==> config.mk <==
export PLATFORM = sky130hd
export DESIGN_NAME = mce_banks
export DESIGN_NICKNAME = d
export VERILOG_FILES = /design/src/mce_pkg.sv /design/src/mce_bank.sv /design/src/mce_banks.sv
export SDC_FILE = /design/constraint.sdc
export NUM_CORES = 1
export LEC_CHECK = 0
export BUFFER_PORTS_ARGS = -buffer_cell sky130_fd_sc_hd__buf_4
export CORE_AREA = 2 2 181 183
export CTS_CLUSTER_DIAMETER = 150
export CTS_CLUSTER_SIZE = 20
export DETAILED_ROUTE_END_ITERATION = 10
export DIE_AREA = 0 0 183 185
export PLACE_DENSITY = 0.69
export RECOVER_POWER = 50
export SYNTH_ARGS = -nofsm -noshare
export SYNTH_HDL_FRONTEND = slang
export SYNTH_SLANG_ARGS = --single-unit
==> constraint.sdc <==
create_clock -name CORE_CLK -period 2 [get_ports CORE_CLK]
set_input_delay 0.4 -clock CORE_CLK [delete_from_list [all_inputs] [get_ports CORE_CLK]]
set_output_delay 0.4 -clock CORE_CLK [all_outputs]
set_load 0.01 [all_outputs]
==> src/mce_pkg.sv <==
// Package: constants and carriers for the error bank logic
//------------------------------------------------------------
//------------------------------------------------------------
package mce_pkg;
	localparam int NUM_BANKS  = 4;
	localparam int BANK_W     = 2;
	localparam int ADDR_W     = 32;
	localparam int MISC_W     = 32;
	localparam int CODE_W     = 16;
	localparam int STAT_W     = 24;
	localparam int GSTAT_W    = 3;
	// Bank status field positions
	localparam int ST_VALID   = 23;
	localparam int ST_OVER    = 22;
	localparam int ST_UNCORR  = 21;
	localparam int ST_MISC_VALID   = 20;
	localparam int ST_ADDRESS_VALID   = 19;
	localparam int ST_PCC     = 18;
	localparam int ST_CODE_LO = 0;
	// Global status field positions
	localparam int GS_RESTART_IP_VALID    = 0;
	localparam int GS_EIPV    = 1;
	localparam int GS_CHECK_IN_PROGRESS    = 2;
	// Reset values and bank count
	localparam logic [STAT_W-1:0]  STAT_RST  = 24'h000000;
	localparam logic [GSTAT_W-1:0] GSTAT_RST = 3'h0;
	localparam logic [7:0]         CAP_COUNT = 8'(NUM_BANKS);

	// One detected error as reported by the core
	typedef struct packed {
		logic              uncorr;
		logic              context_corrupt;
		logic              addr_ok;
		logic              misc_ok;
		logic [CODE_W-1:0] code;
		logic [ADDR_W-1:0] addr;
		logic [MISC_W-1:0] misc;
	} err_rpt_t;

	// Restart context of the interrupted program
	typedef struct packed {
		logic restart_ip_valid;
		logic eipv;
	} ctx_t;
endpackage

==> src/mce_bank.sv <==
// One error-reporting bank: status, address and misc registers
`timescale 1ns/1ps
`default_nettype none
module mce_bank
	import mce_pkg::*;
(
	// Clock, reset, enable
	input  wire logic              clk,
	input  wire logic              arst_n,
	input  wire logic              ce,
	// Error capture
	input  wire logic              log_en,
	input  wire err_rpt_t          rpt,
	// Software clear of this bank
	input  wire logic              clr,
	// Contents
	output logic [STAT_W-1:0]      status_reg,
	output logic [ADDR_W-1:0]      addr_reg,
	output logic [MISC_W-1:0]      misc_reg
);
	//------------------------------------------------------------
	// Next values
	//------------------------------------------------------------
	wire logic              was_valid = status_reg[ST_VALID];
	wire logic              take      = log_en && !was_valid;
	wire logic              overflow  = log_en && was_valid;
	wire logic [STAT_W-1:0] fresh;
	assign fresh = {1'b1, 1'b0, rpt.uncorr, rpt.misc_ok, rpt.addr_ok,
		rpt.context_corrupt, 2'h0, rpt.code};

	// New error wins over a clear in the same cycle
	wire logic [STAT_W-1:0] status_next =
		take     ? fresh :
		overflow ? (status_reg | (24'h1 << ST_OVER)) :
		clr      ? STAT_RST : status_reg;

	// Only the first error keeps its address and misc
	always_ff @(posedge clk or negedge arst_n) begin
		if (!arst_n) begin
			status_reg <= STAT_RST;
			addr_reg   <= '0;
			misc_reg   <= '0;
		end else if (ce) begin
			status_reg <= status_next;
			if (take) begin
				addr_reg <= rpt.addr;
				misc_reg <= rpt.misc;
			end
		end
	end
endmodule
`default_nettype wire

==> src/mce_banks.sv <==
// Top: machine-check bank array with global status and shutdown
`timescale 1ns/1ps
`default_nettype none
module mce_banks
	import mce_pkg::*;
(
	// Clock, reset, enable
	input  wire logic                     CORE_CLK,
	input  wire logic                     ARST_N,
	input  wire logic                     CE,
	// Detected errors from the core
	input  wire logic                     ERR_VALID,
	input  wire logic [BANK_W-1:0]        ERR_BANK,
	input  wire err_rpt_t                 ERR_RPT,
	input  wire ctx_t                     ERR_CTX,
	// Machine check enable
	input  wire logic                     CHECK_EXCEPTION_ENABLE,
	// Software writes
	input  wire logic                     GSTAT_WR,
	input  wire logic [GSTAT_W-1:0]       GSTAT_WDATA,
	input  wire logic                     BANK_CLR,
	input  wire logic [BANK_W-1:0]        BANK_SEL,
	// Software reads
	output logic [GSTAT_W-1:0]            GLOBAL_CHECK_STATUS,
	output logic [7:0]                    CHECK_CAPABILITY,
	output logic [NUM_BANKS*STAT_W-1:0]   BANK_ERROR_STATUS,
	output logic [NUM_BANKS*ADDR_W-1:0]   BANK_ERROR_ADDRESS,
	output logic [NUM_BANKS*MISC_W-1:0]   BANK_ERROR_MISC,
	// Core control
	output logic                          CHECK_EXCEPTION,
	output logic                          SHUTDOWN
);
	//------------------------------------------------------------
	// Event decode
	//------------------------------------------------------------
	logic [GSTAT_W-1:0] gstat_reg;
	logic               exc_reg;
	logic               shut_reg;

	wire logic check_in_progress     = gstat_reg[GS_CHECK_IN_PROGRESS];
	// Correctable errors are logged silently
	wire logic raise    = ERR_VALID && ERR_RPT.uncorr
		&& CHECK_EXCEPTION_ENABLE && !shut_reg;
	// A second exception while one is open cannot nest
	wire logic recurse  = raise && check_in_progress;
	wire logic take_exc = raise && !check_in_progress;

	// Raising wins over a software write in the same cycle
	wire logic [GSTAT_W-1:0] gstat_next =
		take_exc ? {1'b1, ERR_CTX.eipv, ERR_CTX.restart_ip_valid} :
		GSTAT_WR ? GSTAT_WDATA : gstat_reg;

	//------------------------------------------------------------
	// Global state
	//------------------------------------------------------------
	// Shutdown is sticky; only reset leaves it
	always_ff @(posedge CORE_CLK or negedge ARST_N) begin
		if (!ARST_N) begin
			gstat_reg <= GSTAT_RST;
			exc_reg   <= 1'b0;
			shut_reg  <= 1'b0;
		end else if (CE) begin
			gstat_reg <= gstat_next;
			exc_reg   <= take_exc;
			shut_reg  <= shut_reg | recurse;
		end
	end

	assign GLOBAL_CHECK_STATUS = gstat_reg;
	assign CHECK_CAPABILITY    = CAP_COUNT;
	assign CHECK_EXCEPTION     = exc_reg;
	assign SHUTDOWN            = shut_reg;

	//------------------------------------------------------------
	// Banks
	//------------------------------------------------------------
	// Bank clears never touch global status
	for (genvar b = 0; b < NUM_BANKS; b++) begin : g_bank
		wire logic hit = ERR_VALID && ERR_BANK == BANK_W'(b);
		wire logic clr = BANK_CLR && BANK_SEL == BANK_W'(b);
		mce_bank u_bank (
			.clk        (CORE_CLK),
			.arst_n     (ARST_N),
			.ce         (CE),
			.log_en     (hit),
			.rpt        (ERR_RPT),
			.clr        (clr),
			.status_reg (BANK_ERROR_STATUS[b*STAT_W +: STAT_W]),
			.addr_reg   (BANK_ERROR_ADDRESS[b*ADDR_W +: ADDR_W]),
			.misc_reg   (BANK_ERROR_MISC[b*MISC_W +: MISC_W])
		);
	end
endmodule
`default_nettype wire

# [Word level (Yosys, flattened, before mapping)]
# Index checks and enable logic that the tools add are counted.
[word_totals] register_bits=357 input_bits=100 out_inout_bits=365 elab_cells=95
[classes] eq_ne=10 mux=14 bitwise=1 n_reduce_logical=51
[op_table] cell="$mux W24" count=12
[op_table] cell="$logic_and A1 B1 Y1" count=21
[op_table] cell="$reduce_and A2 Y1" count=9
[op_table] cell="$reduce_and A3 Y1" count=4
[op_table] cell="$reduce_bool A3 Y1" count=4
[op_table] cell="$reduce_bool A2 Y1" count=5
[op_table] cell="$eq A2 B2 Y1 const B" count=4
[op_table] cell="$ne A2 B1 Y1 const B" count=4
[op_table] cell="$logic_not A1 Y1" count=6
[op_table] cell="$mux W3" count=2
[op_table] cell="$eq A2 B1 Y1 const B" count=2
[op_table] cell="$logic_not A2 Y1" count=2
[op_table] cell="$or A1 B1 Y1" count=1

# [Longest topological paths before layout]
[depth] depth_word=6 ltp_mapped=6

# [By module]
# Synthesis repeated with hierarchy kept, for this count alone.
[unflattened] hier_cells=1085 hier_area_um2=15586.2
[modules_own_cells] module="mce_bank" instances=4 cells_each=261 area_each_um2=3801.1 seq_area_each_um2=2152.1
[modules_own_cells] module="mce_banks" instances=1 cells_each=41 area_each_um2=381.6 seq_area_each_um2=125.1

# [Worst setup path after synthesis]
# Ideal clock, no wire load.
[synth_path] path_kind="input-to-reg" start="in ERR_BANK[0]" end="reg g_bank[2].u_bank.addr_reg[22]" arrival_ns=1.559 setup_slack_ns=0.316 cell_stages=6 path_buffers=3 path_cell_list="buf_6 and4b_1 nor2b_4 buf_8 buf_12 mux2_4"
[synth_via] elab_chain_cells=4
[synth_lines] item="start: declaration" line="mce_banks.sv:13" source="input wire logic [BANK_W-1:0] ERR_BANK,"
[synth_lines] item="$eq A2 B2 Y1" line="mce_banks.sv:79" source="wire logic hit = ERR_VALID && ERR_BANK == BANK_W'(b);"
[synth_lines] item="$logic_and A1 B1 Y1" line="mce_banks.sv:79"
[synth_lines] item="$logic_and A1 B1 Y1" line="mce_bank.sv:25" source="wire logic take = log_en && !was_valid;"
[synth_lines] item="$reduce_and A2 Y1 (no source line)"
[synth_lines] item="end signal: assignment" line="mce_bank.sv:46" source="addr_reg <= rpt.addr;"
[synth_lines] item="end: declaration" line="mce_bank.sv:18" source="output logic [ADDR_W-1:0] addr_reg,"
# No other way between the ends.
# A chain may end at the register's enable or synchronous reset.

# [Worst setup path in the final report]
[layout_path] start="reg g_bank[3].u_bank.status_reg[23]" end="reg g_bank[3].u_bank.misc_reg[3]"
[layout_via] elab_chain_cells=3
[layout_lines] item="start: declaration" line="mce_bank.sv:17" source="output logic [STAT_W-1:0] status_reg,"
[layout_lines] item="start signal: assignment" line="mce_bank.sv:44" source="status_reg <= status_next;"
[layout_lines] item="$logic_not A1 Y1" line="mce_bank.sv:25"
[layout_lines] item="$logic_and A1 B1 Y1" line="mce_bank.sv:25"
[layout_lines] item="$reduce_and A2 Y1 (no source line)"
[layout_lines] item="end signal: assignment" line="mce_bank.sv:47" source="misc_reg <= rpt.misc;"
[layout_lines] item="end: declaration" line="mce_bank.sv:19" source="output logic [MISC_W-1:0] misc_reg"
# No other way between the ends.

==> impl_metrics.env <==
export IMPL_endpoint_kind="register"
export IMPL_die_area_sq_um=33900
export IMPL_setup_tns_ps=0
export IMPL_design_area_sq_um=17700
export IMPL_final_hold_viol_count=0
export IMPL_dp_slack_ps=69.4
export IMPL_worstPathArrival_ps=2180
export IMPL_rsz0062_at_grt="no"
export IMPL_dp_cells=1654
export IMPL_grt_pass1_vias=9195
export IMPL_synth_most_common_cell="dfrtp_1"
export IMPL_cts_repair_resized=0
export IMPL_clkSinkCount=349
export IMPL_vias=8792
export IMPL_fin_crit_sh=0.887
export IMPL_postCtsSetupBuffers=0
export IMPL_pin_count=465
export IMPL_ant_nets=0
export IMPL_via_per_inst=5.24
export IMPL_core_sq_um=32000
export IMPL_root_buffer="clkbuf_16"
export IMPL_outcome="finished clean"
export IMPL_nets=1370
export IMPL_antenna_found_initial=0
export IMPL_grt_max_degree=51
export IMPL_holdWs_ps=118
export IMPL_finalSetupViolCount=0
export IMPL_p_per_area_nw_per_um2=1250
export IMPL_yosysTopAreaCell="dfrtp_1"
export IMPL_die_h_um=185
export IMPL_drt_wirelength_per_cell_um=21.4
export IMPL_overflow=0
export IMPL_numCtsBuffers=21
export IMPL_clk_pin_slew_ps=80
export IMPL_h_tree_depth=1
export IMPL_utilization=0.551
export IMPL_syn2layout_area_growth_pct=31.4
export IMPL_async_flop_share=1.00
export IMPL_synth_flop_cell="dfrtp_1"
export IMPL_die_x_um=183
export IMPL_remaining_drc_errors=0
export IMPL_ys_seq_area_frac=0.650
export IMPL_place_gp_congestion=0.809
export IMPL_synth_area_sq_um=13400
export IMPL_synth_avg_cell_area_sq_um=16.5
export IMPL_p_leak_nw=8.59
export IMPL_drive_gt1_frac=0.567
export IMPL_yosys_warnings=0
export IMPL_finalCriticalPeriod_ps=1770
export IMPL_first_iter_violations=349
export IMPL_layout_setup_ws_ps=226
export IMPL_start_util=0.420
export IMPL_synth_area_leaders="dfrtp_1 65%, mux2_2 16%, a22o_1 5.2%"
export IMPL_synth_edf_count=0
export IMPL_rows=66
export IMPL_ys_top_cells_by_count="349 x dfrtp_1, 190 x mux2_2, 80 x a22o_1"
export IMPL_portBuffers=448
export IMPL_instances_no_fill=1678
export IMPL_max_freq_mhz=564
export IMPL_hp_class="in2reg"
export IMPL_worst_pin_slew_ps=845
export IMPL_synth_distinct_cells=36
export IMPL_dp_hpwl_um=26000
export IMPL_clk_path_buf_depth=3
export IMPL_first_pass_iters=5
export IMPL_start_kind="register"
export IMPL_critPathRequiredTime_ps=2410
export IMPL_yosysTopAreaCellShare=0.650
export IMPL_grt_use_total=0.208
export IMPL_finalClockSkew_ps=24.4
export IMPL_maxCapViolations=0
export IMPL_dpl_cell_area_sq_um=17300
export IMPL_routed_wl_um=36000
export IMPL_synth_seq_cells=349
export IMPL_antennaDiodeCount=0
export IMPL_power_mw=22.1
export IMPL_ir_worst_vdd_uv=786
export IMPL_relSlewSlack=0.436
export IMPL_slew_violations=0
export IMPL_insertion_delay_ps=530
export IMPL_crit_type="reg2reg"
export IMPL_worstPathMaxFanout=37
export IMPL_tritoncts="yes"
export IMPL_grt_pass1_wl_um=55000
export IMPL_postSynthCellCount=814
report_power, final:
group / internal, mW / total (mW) / switching (mW)
combinational: 4.36 / 7.50 / 3.14
sequential: 9.19 / 10.5 / 1.26
clock: 1.90 / 4.16 / 2.26
total: 15.4 / 22.1 / 6.67
cell type report:
type	count	area (sq um)
Clock buffer	21	526
Tap cell	408	510
Sequential cell	349	8730
Clock inverter	2	25.0
Inverter	4	15.0
Fill cell	2676	14400
Multi-Input combinational cell	410	4160
Timing Repair Buffer	484	3700
cells in the final DEF, fill, tap and decap left out, types with 5 or more instances in the layout:
cell,n
a22o_1,80
buf_12,9
buf_4,452
clkbuf_1,10
clkbuf_16,21
clkbuf_2,7
conb_1,16
dfrtp_1,349
mux2_1,43
mux2_2,190
mux2_4,25
nand2_1,7
nand4b_1,5
o21ai_0,7
layer usage:
metal | global-route usage | share of wire
met3 | 0.0580 | 0.086
met2 | 0.350 | 0.49
met5 | 0 | 0
met4 | 0.0576 | 0.025
met1 | 0.265 | 0.40
final timing paths:
kind,depth (start not counted),startpoint,endpoint,slack [ps]
hold reg to reg,1,g_bank[0].u_bank.misc_reg[23],g_bank[0].u_bank.misc_reg[23],490
min in group asynchronous,2,ARST_N,g_bank[1].u_bank.status_reg[10],350
setup reg to reg,3,g_bank[3].u_bank.status_reg[23],g_bank[3].u_bank.misc_reg[3],230
setup / recovery,3,g_bank[3].u_bank.status_reg[23],g_bank[3].u_bank.misc_reg[3],230
max in group asynchronous,3,ARST_N,g_bank[0].u_bank.addr_reg[10],460
hold / removal,2,ERR_RPT[22],g_bank[0].u_bank.misc_reg[22],120
cells by family after synthesis:
| logic type | count (synthesis) | share of synthesized area |
|---|---|---|
| AOI/OAI and AO/OA | 96 | 0.0608 |
| buffers and inverters | 69 | 0.0408 |
| DFF | 349 | 0.650 |
| muxes | 259 | 0.228 |
| other | 2 | 0.000559 |
| and+or+nand+nor | 39 | 0.0202 |
worst max-delay path, stage by stage (launching register included):
cell and delay (ps):
dfrtp_1 460, nor2_4 170, clkbuf_4 570, mux2_2 410
what timing repair did:
action | 4_1_cts | 5_1_grt
endpoints found under the setup margin | 0 | 0
hold buffers | 1 | 0
hold endpoints to repair | 36 | 0
No activity file was read; power rests on OpenSTA's default activity.
